## src/wrs_pkg.sv

```systemverilog
// Package: register map, field positions and reset values of the block
`default_nettype none

package wrs_pkg;

    // ------------------------------------------------------------
    // Register bus geometry
    // ------------------------------------------------------------
    localparam int unsigned ADDR_W = 8;
    localparam int unsigned DATA_W = 16;

    // ------------------------------------------------------------
    // Register offsets
    // ------------------------------------------------------------
    localparam logic [7:0] OFS_RX_QUEUE_CONTROL     = 8'h82;
    localparam logic [7:0] OFS_INTERRUPT_ENABLE     = 8'h90;
    localparam logic [7:0] OFS_INTERRUPT_STATUS     = 8'h92;
    localparam logic [7:0] OFS_RX_FRAME_COUNT_THR   = 8'h9C;
    localparam logic [7:0] OFS_POWER_MGMT_CONTROL   = 8'hD4;

    // ------------------------------------------------------------
    // Interrupt status bit positions
    // ------------------------------------------------------------
    localparam int unsigned BIT_RX_INT          = 13;
    localparam int unsigned BIT_RX_STOPPED      = 8;
    localparam int unsigned BIT_TX_SPACE        = 6;
    localparam int unsigned BIT_WAKEUP_FRAME    = 5;
    localparam int unsigned BIT_MAGIC_PACKET    = 4;
    localparam int unsigned BIT_LINKUP          = 3;
    localparam int unsigned BIT_ENERGY          = 2;

    // Implemented status bits, write-one-to-clear bits, reset value
    localparam logic [15:0] STAT_IMPL_MASK = 16'h217C;
    localparam logic [15:0] STAT_W1C_MASK  = 16'h2140;
    localparam logic [15:0] STAT_RST       = 16'h0100;

    // ------------------------------------------------------------
    // Interrupt enable fields
    // ------------------------------------------------------------
    localparam logic [15:0] IE_WMASK        = 16'h217D;
    localparam logic [15:0] IE_RST          = 16'h0000;
    localparam int unsigned IE_BIT_ENERGY   = 2;
    localparam int unsigned IE_BIT_DELAYED  = 0;

    // ------------------------------------------------------------
    // Power management control: wake status clear field [5:2]
    // ------------------------------------------------------------
    localparam logic [15:0] PMC_WMASK    = 16'h003C;
    localparam logic [15:0] PMC_RST      = 16'h0000;
    localparam int unsigned PMC_CLR_LSB  = 2;
    localparam logic [3:0]  PMC_CLR_WAKE_FRAME = 4'h8;
    localparam logic [3:0]  PMC_CLR_MAGIC      = 4'h4;
    localparam logic [3:0]  PMC_CLR_LINKUP     = 4'h2;
    localparam logic [3:0]  PMC_CLR_ENERGY     = 4'h1;

    // ------------------------------------------------------------
    // Receive queue control and frame count register
    // ------------------------------------------------------------
    localparam int unsigned RXQC_BIT_THR_EN = 5;
    localparam logic        RXQC_THR_EN_RST = 1'b0;
    localparam int unsigned FC_CNT_LSB      = 8;
    localparam int unsigned FC_THR_LSB      = 0;
    localparam logic [7:0]  FC_CNT_RST      = 8'h00;
    localparam logic [7:0]  FC_THR_RST      = 8'h00;

endpackage : wrs_pkg

`default_nettype wire

```

## src/wrs_sticky_bit.sv

```systemverilog
// Sticky status flag: hardware set wins over software clear
`default_nettype none

module wrs_sticky_bit #(
    parameter logic RST_VAL = 1'b0
) (
    // Clock and reset
    input  wire logic clk_i,
    input  wire logic srst_i,
    // Set and clear requests
    input  wire logic set_i,
    input  wire logic clr_i,
    // Flag
    output var  logic q_o
);

    logic next_q;

    // An event in the clearing cycle must not be lost
    assign next_q = set_i ? 1'b1 : (clr_i ? 1'b0 : q_o);

    always_ff @(posedge clk_i) begin
        if (srst_i) begin
            q_o <= RST_VAL;
        end else begin
            q_o <= next_q;
        end
    end

endmodule : wrs_sticky_bit

`default_nettype wire

```

## src/wrs_frame_tracker.sv

```systemverilog
// Receive queue frame counter with threshold compare and snapshot
`default_nettype none

module wrs_frame_tracker (
    // Clock and reset
    input  wire logic       clk_i,
    input  wire logic       srst_i,
    // Queue events
    input  wire logic       frame_in_i,
    input  wire logic       frame_out_i,
    // Configuration
    input  wire logic       thr_en_i,
    input  wire logic [7:0] thr_i,
    // Results
    output logic            rx_event_o,
    output logic [7:0]      count_snap_o
);

    logic [7:0] cnt;
    logic [7:0] next_cnt;
    logic       meets_q;
    logic       next_meets;
    logic       inc;
    logic       dec;
    logic       next_event;

    // Counter saturates instead of wrapping
    assign inc = frame_in_i && !frame_out_i && (cnt != 8'hFF);
    assign dec = frame_out_i && !frame_in_i && (cnt != 8'h00);
    assign next_cnt = inc ? cnt + 8'h01 : (dec ? cnt - 8'h01 : cnt);

    assign next_meets = thr_en_i ? (next_cnt >= thr_i)
                                 : (next_cnt != 8'h00);
    // Rising edge of the condition; each new frame also counts without
    // threshold mode
    assign next_event = (next_meets && !meets_q)
                      || (!thr_en_i && frame_in_i);

    always_ff @(posedge clk_i) begin
        if (srst_i) begin
            cnt          <= 8'h00;
            meets_q      <= 1'b0;
            rx_event_o   <= 1'b0;
            count_snap_o <= wrs_pkg::FC_CNT_RST;
        end else begin
            cnt        <= next_cnt;
            meets_q    <= next_meets;
            rx_event_o <= next_event;
            if (next_event) begin
                count_snap_o <= next_cnt;
            end
        end
    end

endmodule : wrs_frame_tracker

`default_nettype wire

```

## src/wrs_top.sv

```systemverilog
// Wake-up and receive interrupt status block with frame count register
//
// Summary of operation
// - Bit 8 flags halted reception, resets one
// - Bit 8 cleared only by writing one
// - Bit 6 set when transmit space frees
// - Bit 5 cleared by clear code 1000
// - Bit 4 cleared by clear code 0100
// - Bit 3 cleared by clear code 0010
// - Bit 2 set per energy enable bits
// - Bit 2 cleared by clear code 0001
// - Frame count snapshot on receive interrupt
// - Threshold field read-write, resets zero
// - Threshold mode: set bit 13 at count
// - Interrupt when enabled status bit set
// - Bit 13 set when frame queued, outside threshold mode
//
// Decided for this implementation: the strobed register port.
`default_nettype none

module wrs_top (
    // Clock and reset
    input  wire logic        clk_i,
    input  wire logic        srst_i,
    // Register port
    input  wire logic [7:0]  addr_i,
    input  wire logic [15:0] wdata_i,
    input  wire logic        wr_i,
    input  wire logic        rd_i,
    output logic      [15:0] rdata_o,
    // Event sources from device logic
    input  wire logic        rx_halted_i,
    input  wire logic        tx_space_free_i,
    input  wire logic        wakeup_frame_i,
    input  wire logic        magic_packet_i,
    input  wire logic        linkup_i,
    input  wire logic        energy_i,
    input  wire logic        delayed_energy_i,
    // Receive queue events
    input  wire logic        rx_frame_in_i,
    input  wire logic        rx_frame_out_i,
    // Interrupt
    output logic             irq_o
);

    // ------------------------------------------------------------
    // Address decode
    // ------------------------------------------------------------
    logic sel_status;
    logic sel_enable;
    logic sel_fc;
    logic sel_pmc;
    logic sel_rxqc;
    logic wr_status;
    logic wr_enable;
    logic wr_fc;
    logic wr_pmc;
    logic wr_rxqc;

    // Full address compare: aliases of unused offsets must read zero
    assign sel_status = (addr_i == wrs_pkg::OFS_INTERRUPT_STATUS);
    assign sel_enable = (addr_i == wrs_pkg::OFS_INTERRUPT_ENABLE);
    assign sel_fc     = (addr_i == wrs_pkg::OFS_RX_FRAME_COUNT_THR);
    assign sel_pmc    = (addr_i == wrs_pkg::OFS_POWER_MGMT_CONTROL);
    assign sel_rxqc   = (addr_i == wrs_pkg::OFS_RX_QUEUE_CONTROL);

    assign wr_status = wr_i && sel_status;
    assign wr_enable = wr_i && sel_enable;
    assign wr_fc     = wr_i && sel_fc;
    assign wr_pmc    = wr_i && sel_pmc;
    assign wr_rxqc   = wr_i && sel_rxqc;

    // ------------------------------------------------------------
    // Software registers
    // ------------------------------------------------------------
    logic [15:0] int_enable;
    logic [15:0] pmc;
    logic        thr_en;
    logic [7:0]  rx_frame_threshold;
    logic [15:0] next_int_enable;
    logic [15:0] next_pmc;
    logic        next_thr_en;
    logic [7:0]  next_rx_frame_threshold;

    // Writable fields are masked so read-only bits never take a value;
    // enable bits 1 and 7 are reserved and stay zero
    assign next_int_enable = wr_enable ? (wdata_i & wrs_pkg::IE_WMASK)
                                       : int_enable;
    assign next_pmc        = wr_pmc ? (wdata_i & wrs_pkg::PMC_WMASK)
                                    : pmc;
    assign next_thr_en     = wr_rxqc ? wdata_i[wrs_pkg::RXQC_BIT_THR_EN]
                                     : thr_en;
    // Count half is read-only; only the threshold lands
    assign next_rx_frame_threshold =
        wr_fc ? wdata_i[wrs_pkg::FC_THR_LSB +: 8] : rx_frame_threshold;

    // One short process per register keeps each reset value in sight
    always_ff @(posedge clk_i) begin
        if (srst_i) begin
            int_enable <= wrs_pkg::IE_RST;
        end else begin
            int_enable <= next_int_enable;
        end
    end

    always_ff @(posedge clk_i) begin
        if (srst_i) begin
            pmc <= wrs_pkg::PMC_RST;
        end else begin
            pmc <= next_pmc;
        end
    end

    always_ff @(posedge clk_i) begin
        if (srst_i) begin
            thr_en <= wrs_pkg::RXQC_THR_EN_RST;
        end else begin
            thr_en <= next_thr_en;
        end
    end

    always_ff @(posedge clk_i) begin
        if (srst_i) begin
            rx_frame_threshold <= wrs_pkg::FC_THR_RST;
        end else begin
            rx_frame_threshold <= next_rx_frame_threshold;
        end
    end

    // ------------------------------------------------------------
    // Event qualification
    // ------------------------------------------------------------
    logic       halted_q;
    logic       halted_rise;
    logic       ie_energy;
    logic       ie_delayed;
    logic       energy_set;
    logic [3:0] pmc_code;
    logic       rx_event;

    // Status is edge-triggered: a lasting halt sets it once only
    always_ff @(posedge clk_i) begin
        if (srst_i) begin
            halted_q <= 1'b1;
        end else begin
            halted_q <= rx_halted_i;
        end
    end

    assign halted_rise = rx_halted_i && !halted_q;

    // Energy sources are gated at set time; changing the enables later
    // does not rewrite a flag that is already up
    assign ie_energy  = int_enable[wrs_pkg::IE_BIT_ENERGY];
    assign ie_delayed = int_enable[wrs_pkg::IE_BIT_DELAYED];
    assign energy_set = (energy_i && ie_energy && !ie_delayed)
                      || (delayed_energy_i && ie_energy && ie_delayed);

    assign pmc_code = wdata_i[wrs_pkg::PMC_CLR_LSB +: 4];

    // ------------------------------------------------------------
    // Set and clear vectors
    // ------------------------------------------------------------
    logic [15:0] stat_set;
    logic [15:0] stat_clr;
    logic [15:0] w1c_clr;
    logic [15:0] pmc_clr;

    // Writing zero leaves a bit alone; reserved bits take no effect
    assign w1c_clr = wr_status ? (wdata_i & wrs_pkg::STAT_W1C_MASK)
                               : 16'h0000;

    // Only the four exact codes clear; any other pattern clears nothing
    logic clr_wake_frame;
    logic clr_magic;
    logic clr_linkup;
    logic clr_energy;

    assign clr_wake_frame = wr_pmc
                         && (pmc_code == wrs_pkg::PMC_CLR_WAKE_FRAME);
    assign clr_magic      = wr_pmc
                         && (pmc_code == wrs_pkg::PMC_CLR_MAGIC);
    assign clr_linkup     = wr_pmc
                         && (pmc_code == wrs_pkg::PMC_CLR_LINKUP);
    assign clr_energy     = wr_pmc
                         && (pmc_code == wrs_pkg::PMC_CLR_ENERGY);

    always_comb begin
        pmc_clr = 16'h0000;
        pmc_clr[wrs_pkg::BIT_WAKEUP_FRAME] = clr_wake_frame;
        pmc_clr[wrs_pkg::BIT_MAGIC_PACKET] = clr_magic;
        pmc_clr[wrs_pkg::BIT_LINKUP]       = clr_linkup;
        pmc_clr[wrs_pkg::BIT_ENERGY]       = clr_energy;
    end

    // Set and clear meet in the flag, where set takes priority
    assign stat_clr = w1c_clr | pmc_clr;

    always_comb begin
        stat_set = 16'h0000;
        stat_set[wrs_pkg::BIT_RX_INT]       = rx_event;
        stat_set[wrs_pkg::BIT_RX_STOPPED]   = halted_rise;
        stat_set[wrs_pkg::BIT_TX_SPACE]     = tx_space_free_i;
        stat_set[wrs_pkg::BIT_WAKEUP_FRAME] = wakeup_frame_i;
        stat_set[wrs_pkg::BIT_MAGIC_PACKET] = magic_packet_i;
        stat_set[wrs_pkg::BIT_LINKUP]       = linkup_i;
        stat_set[wrs_pkg::BIT_ENERGY]       = energy_set;
    end

    // ------------------------------------------------------------
    // Status flags
    // ------------------------------------------------------------
    logic [15:0] interrupt_status;

    // Reserved positions are tied off, so writes there cannot stick
    for (genvar i = 0; i < 16; i++) begin : g_stat
        if (wrs_pkg::STAT_IMPL_MASK[i]) begin : g_impl
            wrs_sticky_bit #(
                .RST_VAL (wrs_pkg::STAT_RST[i])
            ) u_flag (
                .clk_i  (clk_i),
                .srst_i (srst_i),
                .set_i  (stat_set[i]),
                .clr_i  (stat_clr[i]),
                .q_o    (interrupt_status[i])
            );
        end else begin : g_rsvd
            assign interrupt_status[i] = 1'b0;
        end
    end

    // ------------------------------------------------------------
    // Receive frame counting
    // ------------------------------------------------------------
    logic [7:0] rx_frame_count;

    // A zero threshold in threshold mode is the host's to avoid; here
    // it simply makes the condition true at once.
    wrs_frame_tracker u_frames (
        .clk_i        (clk_i),
        .srst_i       (srst_i),
        .frame_in_i   (rx_frame_in_i),
        .frame_out_i  (rx_frame_out_i),
        .thr_en_i     (thr_en),
        .thr_i        (rx_frame_threshold),
        .rx_event_o   (rx_event),
        .count_snap_o (rx_frame_count)
    );

    // ------------------------------------------------------------
    // Interrupt output
    // ------------------------------------------------------------
    logic next_irq;

    // Registered so the pin never glitches while flags and enables settle
    assign next_irq = |(interrupt_status & int_enable);

    always_ff @(posedge clk_i) begin
        if (srst_i) begin
            irq_o <= 1'b0;
        end else begin
            irq_o <= next_irq;
        end
    end

    // ------------------------------------------------------------
    // Read path
    // ------------------------------------------------------------
    logic [15:0] rd_mux;
    logic [15:0] fc_word;
    logic [15:0] rxqc_word;
    logic [15:0] next_rdata;

    // Reads have no side effect: flags clear only by explicit writes
    assign fc_word = {rx_frame_count, rx_frame_threshold};
    always_comb begin
        rxqc_word = 16'h0000;
        rxqc_word[wrs_pkg::RXQC_BIT_THR_EN] = thr_en;
    end

    // Unmapped addresses read as zero
    assign rd_mux = sel_status ? interrupt_status
                  : sel_enable ? int_enable
                  : sel_fc     ? fc_word
                  : sel_pmc    ? pmc
                  : sel_rxqc   ? rxqc_word
                  : 16'h0000;

    // Data stands only in the cycle after the read strobe
    assign next_rdata = rd_i ? rd_mux : 16'h0000;

    always_ff @(posedge clk_i) begin
        if (srst_i) begin
            rdata_o <= 16'h0000;
        end else begin
            rdata_o <= next_rdata;
        end
    end

endmodule : wrs_top

`default_nettype wire

```

## config.mk

```make
export PLATFORM = sky130hd
export DESIGN_NAME = wrs_top
export DESIGN_NICKNAME = d
export VERILOG_FILES = /design/src/wrs_pkg.sv /design/src/wrs_sticky_bit.sv /design/src/wrs_frame_tracker.sv /design/src/wrs_top.sv
export SDC_FILE = /design/constraint.sdc
export NUM_CORES = 1
export LEC_CHECK = 0
export BUFFER_PORTS_ARGS = -buffer_cell sky130_fd_sc_hd__buf_2
export CORE_MARGIN = 4
export CORE_UTILIZATION = 55
export CTS_BUF_LIST = sky130_fd_sc_hd__clkbuf_4 sky130_fd_sc_hd__clkbuf_8
export CTS_CLUSTER_SIZE = 40
export DETAILED_ROUTE_END_ITERATION = 7
export MAX_ROUTING_LAYER = met4
export PLACE_DENSITY = 0.86
export SYNTH_ARGS = -nofsm -noshare
export SYNTH_HDL_FRONTEND = slang
export SYNTH_SLANG_ARGS = --single-unit
```

## constraint.sdc

```tcl
create_clock -name clk_i -period 3.8 [get_ports clk_i]
set_clock_uncertainty 0.2 [all_clocks]
set_input_delay 0.57 -clock clk_i [delete_from_list [all_inputs] [get_ports clk_i]]
set_output_delay 0.57 -clock clk_i [all_outputs]
set_load 0.02 [all_outputs]
```

==> results of run 1 <==
cells in the final DEF (no fill, tap or decap), drive strengths merged, types with 4 or more instances in the layout:
cell	count
a31oi	6
a21o	5
a21oi	34
clkbuf	11
nor3b	6
nor2	17
and2	8
nand2	41
a22oi	10
a211oi	5
nor3	4
nand2b	5
nor4b	4
nand3	27
mux2	9
nor4	4
ha	11
nor2b	18
inv	14
dfxtp	64
buf	61
state kept, by name (all words and copies together) (netlist names):
signal	count
int_enable	8
rdata_o	16
irq_o	1
u_frames.rx_event_o	1
u_frames.meets_q	1
g_stat.g_impl.u_flag.q_o	7
pmc	4
u_frames.cnt	8
halted_q	1
rx_frame_threshold	8
u_frames.count_snap_o	8
thr_en	1
per-stage QoR:
| stage | util (%) | hold WS, ns | cell area (µm²) |
|---|---|---|---|
| after floorplan | - | 0.213 | 3080 |
| after global placement | 65.7 | 0.223 | 3460 |
| after detailed placement | 65.7 | 0.231 | 3460 |
| after CTS | 68.9 | 0.214 | 3630 |
| after global routing | 69.0 | 0.224 | 3640 |
| final | 69.0 | 0.226 | 3640 |
routing by layer:
layer | wire length, µm | global-route usage (%)
met1 | 3100 | 26.8
met2 | 3760 | 38.3
met3 | 486 | 7.23
met4 | 136 | 8.02
met5 | 0 | -
power by group through the flow:
stage	clock network [mW]	registers (mW)	logic (mW)
after floorplan	0	0.805	0.629
after global placement	0	0.844	0.792
after detailed placement	0	0.845	0.825
after CTS	0.502	0.833	0.839
after global routing	0.533	0.849	0.942
final	0.492	0.836	0.861
critical path, stage by stage (launching register included):
cell      delay [ns]
dfxtp_1         0.36
inv_1           0.17
ha_1            0.20
nor3b_2         0.25
a21oi_2         0.13
a22oi_1         0.31
xnor2_1         0.20
ha_1            0.27
nand2b_1        0.15
a21o_1          0.17
a21o_1          0.18
a21o_1          0.18
a31oi_2         0.26
a211oi_4        0.06
buf_12          0.16
mux2_4          0.29
area by class of cell:
cell class                 count  area [µm²]
multi-input combinational    252        1700
clock buffer                  11         139
timing repair buffer          61         353
clock inverter                 4        22.5
tap                           70        87.6
sequential                    64        1280
inverter                      14        52.6
fill                         453        1630
worst max path at each step:
stage | cells after the start | slack, ns | end
finish | 15 | 0.16 | u_frames.count_snap_o[7]
global route | 15 | 0.01 | u_frames.count_snap_o[0]
CTS | 15 | 0.07 | u_frames.count_snap_o[1]
detailed placement | 15 | 0.03 | u_frames.count_snap_o[7]
global placement | 15 | 0.16 | u_frames.count_snap_o[5]
floorplan | 14 | 0.38 | u_frames.count_snap_o[0]
logic make-up after synthesis:
logic type | Yosys count
adders and majority gates | 11
muxes | 10
DFF | 64
buffers and inverters | 30
xor gates and xnor gates | 5
and+or+nand+nor | 149
AOI/OAI and AO/OA | 77
==> metrics.txt, run 1 <==
status=finished clean; vias in the first global route=~2,700; synthesized flop and latch total=64; final setup TNS=0 ns; placer congestion estimate=0.978; Hold-fix buffers, CTS=0; crit path capture type=flip-flop; clk buf depth=2; Final setup viols=0; Max rail drop VDD=roughly 0.00036 V; nets@finish=450; worst reg2reg path startpoint=u_frames.cnt[1]; final wirelength=roughly 7500 µm; net count after synthesis=a little under 400; fin crit share=95.8%; Sw Ratio=between 30% and 40%; Internal Power=roughly 1.4 mW; largest net degree at the start of global routing=50; Die Area=6860 µm²; core box area=approximately 5300 µm²; initial antenna violation count=0; Tmin final=~3.6 ns; CTS tree=built; # rows=26; Area contributors post-synth=dfxtp_1 (42%), a21oi_1 (5.5%), nand2_1 (5.0%); GRT Overall Usage=23.2%; Initial Util=about three fifths; clock-pin slew on the worst setup and hold paths=~0.070 ns; total power divided by cell area=602 nW/µm²; worst reg2reg path depth=15; Final Hold Viols=0; DRC viols=0; CP Data Arrival Time=around 3.7 ns; DR WL/cell=about 16 µm; layout cells sized above 1=between 20% and 30%; Post-DRT Antenna Nets=0; post-synthesis simple-gate area fraction=27.0%; Pins Over Slew Limit=0; most common cell in the netlist=dfxtp_1; Flop pwr share=between 30% and 40%; clk_lat worst skew=0.35 ns; Post-CTS Setup Bufs=0; Async S/R FF share, synth=0%; Psw=0.751 mW; H-tree Lvls=3; post-synth top area cell=dfxtp_1; placed cell count=about 460; library cells used by synthesis=57; Overall Power=about 2.2 mW; most common flop cell mapped by yosys=dfxtp_1; ant diodes=0; reg2reg end=u_frames.count_snap_o[7]; Mapped Cells=around 350; first-pass detailed-route iteration total=5; IO Pins=54; Syn. warnings=0; Critical Path RT=3.84 ns; top cells by count, synth=dfxtp_1 (64), nand2_1 (41), a21oi_1 (34); synthesized-area fraction occupied by adder cells=roughly 4.5%; CTS buffer count=9; f_max=275 MHz; Slew HR=64.5%; gr ovfl total=0; fin cells=~480; Area Growth Syn to Fin=18.2%; Compound-Gate Fraction of Synth Area=16.7%; Worst-Margin Slew=0.531 ns; Post-Synth XOR/XNOR Area=under 10%; Startpoint Class=flip-flop; Die Y=around 83 µm; port buffer count=47; largest family of logic cells by synthesized area=simple AND/OR/NAND/NOR gates; DP HPWL=5360 µm; first-pass GRT wire length=between 10,000 and 15,000 µm; sequential element share of the synthesized area=a little over two fifths; Hold Crit Depth=3; Worst Hold Class=input pin to flip-flop; worst hold endpoint=g_stat[6].g_impl.u_flag.q_o; cts repair resizes=1; pre-CTS WS=~0.034 ns; max-cap violations=0; flop-to-flop setup slack=between 0.15 and 0.2 ns; RSZ-0062 raised after global routing=false; clk sinks=64; number of synthesized flops with an enable pin=0; clock power share=approximately 23%; CP max FO=9; DR vias/cell=approximately 5.9; Crit Path Class=flip-flop to flip-flop; post-synthesis mux area share=4.59%; total number of vias=~2,800; Avg Cell Area, Syn=8.90 µm²; final worst slack=~0.16 ns; Mapped Area=roughly 3100 µm²; Worst Setup SP=u_frames.cnt[1]; hold path start=tx_space_free_i; top-area cell type share of the netlist area=between 40% and 50%; CTS Root Buffer Type=clkbuf_8; Die X=roughly 83 µm; Comb pwr share=about two fifths; initial DRC count=around 260; Leak=between 1 and 1.5 nW
Note: power is estimated with default switching activity, not from simulation.
==> inputs of run 2 (changes only) <==
==> constraint.sdc (replaced) <==
create_clock -name clk_i -period 3.4 [get_ports clk_i]
set_clock_uncertainty 0.2 [all_clocks]
set_input_delay 0.51 -clock clk_i [delete_from_list [all_inputs] [get_ports clk_i]]
set_output_delay 0.51 -clock clk_i [all_outputs]
set_load 0.02 [all_outputs]
==> run 2 against run 1 <==
- the flow now finishes with violations (negative setup slack)
- first-iteration DRC count grew 10%
- critical path depth fell by 2
- setup slack lost 0.20 ns
- clock power is 35% higher
- non-clock buffer count grew 23
- die area unchanged
- cell count rose by 5.0%
- critical endpoint is now u_frames.count_snap_o[6]
- register-to-register slack lost 0.20 ns
- total power increased by 27%
- largest power group unchanged
- hold slack got worse by 0.062 ns
- highest routed layer unchanged
==> metrics.txt, run 2 (synthesized netlist as in run 1, its figures left out) <==
nets@finish=473 (+5.1%); CP max FO=9 (unchanged); DR WL/cell=17.4 µm (+11%); Initial Util=58.4% (unchanged); crit-path leading delay family=simple AND/OR/NAND/NOR gates; hold_ws=0.164 ns (-0.0618 ns); initial antenna violation count=0 (unchanged); initial DRC count=284 (+10%); CTS tree=built; Startpoint Class=flip-flop; Worst-Margin Slew=0.404 ns (-0.126 ns); ant diodes=0 (unchanged); final wirelength=8720 µm (+16%); clk sinks=64 (unchanged); Final Hold Viols=0 (unchanged); CP Data Arrival Time=3.48 ns (-0.20 ns); Leak=1.60 nW (+9.5%); failing checks=negative setup slack; Most flops, register=rdata_o; gr ovfl total=0 (unchanged); max FFs per register=16 (unchanged); GRT Overall Usage=26.3% (+3.1 points); total power divided by cell area=709 nW/µm² (+18%); largest net degree at the start of global routing=35 (-30%); layout cells sized above 1=30.9% (+6.3 points); core box area=5270 µm² (unchanged); Critical Path Stages=13 (-2); Area Growth Syn to Fin=27.1%; cell chain of the critical path=buf_4, or4_4, nor4b_1, a21oi_1, o21ai_1, ha_1, o211a_1, nand2_1, nand4b_1, a31oi_4, a211oi_4, buf_12, mux2_4; DR vias/cell=5.99 (+0.93%); Slowest cell on crit path=or4_4; status=finished, violations left; # rows=26 (unchanged); fin crit share=101% (+5.4 points); worst reg2reg path depth=13 (-2); RSZ-0062 raised after global routing=true; f_max=291 MHz (+5.8%); Final setup viols=8 (+8); Hold-fix buffers, CTS=0 (unchanged); Crit Path Class=flip-flop to flip-flop; DRC viols=0 (unchanged); commonest non-fill, non-tap cell in the layout=dfxtp_1; Die Area=6860 µm² (unchanged); final setup TNS=-0.298 ns (-0.298 ns); Slew HR=72.7% (+8.2 points); Max rail drop VDD=0.000414 V (+17%); Buf/Inv on CP=2 (unchanged); pre-CTS WS=-0.138 ns (-0.172 ns); IO Pins=54 (unchanged); Hold Crit Depth=2 (-1); total number of vias=2,996 (+6.0%); Critical Path RT=3.43 ns (-0.41 ns); H-tree Lvls=3 (unchanged); max-cap violations=0 (unchanged); first-pass GRT wire length=14,200 µm (+12%); final worst slack=-0.0416 ns (-0.202 ns); Overall Power=2.77 mW (+27%); Pins Over Slew Limit=0 (unchanged); DP HPWL=5900 µm (+10%); clock-pin slew on the worst setup and hold paths=0.08 ns (about the same); clk_lat worst skew=0.35 ns (about the same); Post-DRT Antenna Nets=0 (unchanged); CTS buffer count=9 (unchanged); Die X=82.8 µm (unchanged); slowest stage delay, CP=0.55 ns (+0.19 ns); clk buf depth=2 (unchanged); first-pass detailed-route iteration total=7 (+2); placer congestion estimate=0.862 (-12%); Tmin final=3.44 ns (-0.198 ns); commonest cells after routing, fill and taps aside=dfxtp_1 (59), buf_2 (47), nand2_1 (41); Die Y=82.8 µm (unchanged); vias in the first global route=2,916 (+6.3%); port buffer count=47 (unchanged); crit path capture type=flip-flop; CTS Root Buffer Type=clkbuf_8; Worst Hold Class=input pin to flip-flop
-- run 2: cell count changes in the layout (fill, tap and decap cells not counted), moves of 2 or more --
cell,delta
buf_6,+2
buf_4,+21
dfxtp_2,+5
dfxtp_1,-5
-- run 2: final timing paths --
path	slack (ns)	startpoint	end
worst min-delay path	0.16	rx_halted_i	halted_q
worst max-delay path	-0.04	u_frames.cnt[3]	u_frames.count_snap_o[6]
worst min register to register	0.26	u_frames.count_snap_o[1]	rdata_o[9]
worst max register to register	-0.04	u_frames.cnt[3]	u_frames.count_snap_o[6]
-- run 2: per-layer routing --
layer / part of all wire [%] / track usage [%] / wire length, µm / vias up
met5: 0 / - / 0 / -
met1: 40 / 31.6 / 3520 / 1363
met4: 3.8 / 10.5 / 333 / 0
li1: - / - / - / 1403
met3: 8.3 / 7.52 / 725 / 38
met2: 47 / 41.5 / 4140 / 192
-- run 2: cell type report --
| type | instances | area (µm²) |
|---|---|---|
| clock buffer | 11 | 145 |
| tap | 70 | 87.6 |
| timing repair buffer | 84 | 533 |
| clock inverter | 5 | 56.3 |
| sequential | 64 | 1290 |
| multi-input combinational | 252 | 1750 |
| fill | 396 | 1360 |
| inverter | 14 | 52.6 |
-- run 2: power breakdown --
part	switching, mW	internal [mW]	total, mW	leakage [nW]
Sequential	0.0704	0.843	0.913	0.522
Clock	0.299	0.365	0.664	0.103
Combinational	0.573	0.623	1.20	0.973
Total	0.942	1.83	2.77	1.60
-- run 2: what timing repair did --
item	CTS	global route
buffers inserted	0	1
resized for setup	3	13
endpoints found under the setup margin	8	9
cloned	0	0
pin swaps	1	0
-- run 2: through the flow --
stage	utilization (%)	cell area [µm²]	instances
floorplan	-	3080	346
global placement	68.9	3630	483
detailed placement	68.9	3630	483
CTS	73.0	3850	499
global route	74.2	3910	500
finish	74.2	3910	500
==> inputs of run 3 (changes only) <==
==> constraint.sdc (replaced) <==
create_clock -name clk_i -period 3.9 [get_ports clk_i]
set_clock_uncertainty 0.2 [all_clocks]
set_input_delay 0.585 -clock clk_i [delete_from_list [all_inputs] [get_ports clk_i]]
set_output_delay 0.585 -clock clk_i [all_outputs]
set_load 0.02 [all_outputs]
==> run 3 against run 2 <==
- the flow now finishes without violations
- via count fell by 7.4%
- utilization fell by 5.7 points
- highest routed layer unchanged
- largest cell class unchanged
- routed wire length fell by 15%
- clock power fell by 24%
- combinational power fell by 33%
- critical path type unchanged
- register-to-register slack improved by 0.27 ns
- sequential share of layout area rose by 2.5 points
- fmax fell by 6.3%
- total power fell by 23%
- clock-buffer cell count rose by 1
- die area did not move
- first-iteration DRC count rose by 0.35%
- largest power group is now registers
==> metrics.txt, run 3 (synthesized netlist as in run 1, its figures left out) <==
pre-CTS WS=0.0986 ns (+0.237 ns); Initial Util=58.4% (unchanged); Pins Over Slew Limit=0 (unchanged); Final Hold Viols=0 (unchanged); first-pass GRT wire length=12,000 µm (-15%); cell repeated most along the worst path=a21o_1; Die Area=6860 µm² (unchanged); reg2reg end=u_frames.count_snap_o[7]; H-tree Lvls=3 (unchanged); placer congestion estimate=0.937 (+8.7%); DR vias/cell=5.89 (-1.7%); layout cells sized above 1=23.7% (-7.2 points); port buffer count=47 (unchanged); fin crit share=94.1% (-7.1 points); Buf/Inv on CP=2 (unchanged); commonest non-fill, non-tap cell in the layout=dfxtp_1; hold_ws=0.252 ns (+0.0881 ns); DRC viols=0 (unchanged); final setup TNS=0 ns (+0.298 ns); CTS tree=built; final worst slack=0.228 ns (+0.270 ns); initial antenna violation count=0 (unchanged); core box area=5270 µm² (unchanged); Hold Crit Depth=2 (unchanged); CP Data Arrival Time=3.70 ns (+0.22 ns); Slew HR=58.7% (-14 points); final wirelength=7410 µm (-15%); RSZ-0062 raised after global routing=false; gr ovfl total=0 (unchanged); CTS buffer count=9 (unchanged); GRT Overall Usage=21.9% (-4.4 points); Max rail drop VDD=0.000299 V (-28%); worst reg2reg path depth=15 (+2); worst reg2reg path startpoint=u_frames.cnt[0]; nets@finish=445 (-5.9%); Final setup viols=0 (-8); clock-pin slew on the worst setup and hold paths=0.07 ns (about the same); first-pass detailed-route iteration total=6 (-1); vias in the first global route=2,532 (-13%); placed cell count=455 (-5.8%); Critical Path RT=3.93 ns (+0.50 ns); CTS Root Buffer Type=clkbuf_8; DR WL/cell=15.7 µm (-9.8%); worst hold endpoint=g_stat[13].g_impl.u_flag.q_o; crit-path leading delay family=compound AO/OA/AOI/OAI gates; initial DRC count=285 (+0.35%); max FFs per register=16 (unchanged); total number of vias=2,773 (-7.4%); Worst-Margin Slew=0.613 ns (+0.208 ns); crit path capture type=flip-flop; clk_lat worst skew=0.34 ns (about the same); largest net degree at the start of global routing=50 (+43%); f_max=272 MHz (-6.3%); Startpoint Class=flip-flop; Die Y=82.8 µm (unchanged); Crit Path Class=flip-flop to flip-flop; CP max FO=9 (unchanged); # rows=26 (unchanged); clk sinks=64 (unchanged); Hold-fix buffers, CTS=0 (unchanged); Post-DRT Antenna Nets=0 (unchanged); Worst Hold Class=flip-flop to flip-flop; Tmin final=3.67 ns (+0.230 ns); status=finished clean; fin util=68.6% (-5.7 points); Die X=82.8 µm (unchanged); slowest stage delay, CP=0.34 ns (-0.21 ns); fin cells=471 (-5.8%); clk buf depth=2 (unchanged); total power divided by cell area=590 nW/µm² (-17%); flop-to-flop setup slack=0.23 ns (+0.27 ns); Slowest cell on crit path=dfxtp_1; IO Pins=54 (unchanged); cell chain of the critical path=inv_1, ha_1, nor3b_2, a21oi_2, a22oi_1, xnor2_1, ha_1, nand2b_1, a21o_1, a21o_1, a21o_1, a31oi_2, a211oi_4, buf_12, mux2_4; ant diodes=0 (unchanged); hold path start=u_frames.rx_event_o; commonest cells after routing, fill and taps aside=dfxtp_1 (64), buf_2 (47), nand2_1 (41); Leak=1.44 nW (-9.9%); Most flops, register=rdata_o; max-cap violations=0 (unchanged); Area Growth Syn to Fin=17.4%; DP HPWL=5100 µm (-13%)
==> run 3: changes by cell type in the layout (fill, tap and decap cells not counted), sizes merged <==
| cell | change |
|---|---|
| buf | -28 |
| bufinv | -1 |
| clkbuf | +1 |
| clkinv | -1 |
==> run 3: area by class of cell <==
cell class | instances | area (µm²)
multi-input combinational | 252 | 1700
fill | 435 | 1660
tap | 70 | 87.6
clock inverter | 3 | 17.5
inverter | 14 | 52.6
sequential | 64 | 1280
timing repair buffer | 56 | 315
clock buffer | 12 | 159
==> run 3: report_power, final <==
group          internal [mW]  switching [mW]  leakage, nW
Sequential             0.731          0.0853        0.520
Combinational          0.412           0.397        0.828
Clock                  0.267           0.241       0.0917
Total                   1.41           0.723         1.44
==> run 3: worst max-delay path by stage <==
stage / to / depth (start not counted) / from / slack, ns
after floorplan: u_frames.count_snap_o[0] / 14 / u_frames.cnt[0] / 0.48
after global placement: u_frames.count_snap_o[5] / 13 / rx_frame_in_i / 0.19
after detailed placement: u_frames.count_snap_o[5] / 14 / u_frames.cnt[0] / 0.1
after CTS: u_frames.count_snap_o[4] / 14 / u_frames.cnt[0] / 0.07
after global routing: u_frames.count_snap_o[7] / 15 / u_frames.cnt[0] / 0.01
final: u_frames.count_snap_o[7] / 15 / u_frames.cnt[0] / 0.23
==> run 3: worst min-delay path: stages, from the launching register on <==
cell and delay [ns]:
dfxtp_1 0.32, a21oi_1 0.04, nor2_1 0.06
==> run 3: through the flow <==
stage / area, µm² / power [mW]
2_1_floorplan: 3080 / 1.40
3_3_place_gp: 3400 / 1.53
3_5_place_dp: 3400 / 1.56
4_1_cts: 3580 / 2.07
5_1_grt: 3610 / 2.25
6_report: 3610 / 2.13
==> run 3: metal layers <==
layer  vias to the layer above  wire [µm]  track usage, %
met5                         -          0               -
met2                        87       3740            36.0
met3                        13        422            5.05
li1                       1345          -               -
met1                      1328       3150            26.8
met4                         0         95            6.84
==> run 3: timing repair <==
item | CTS | global route
setup endpoints to repair | 0 | 9
setup buffers | 0 | 1
resized for setup | 0 | 3
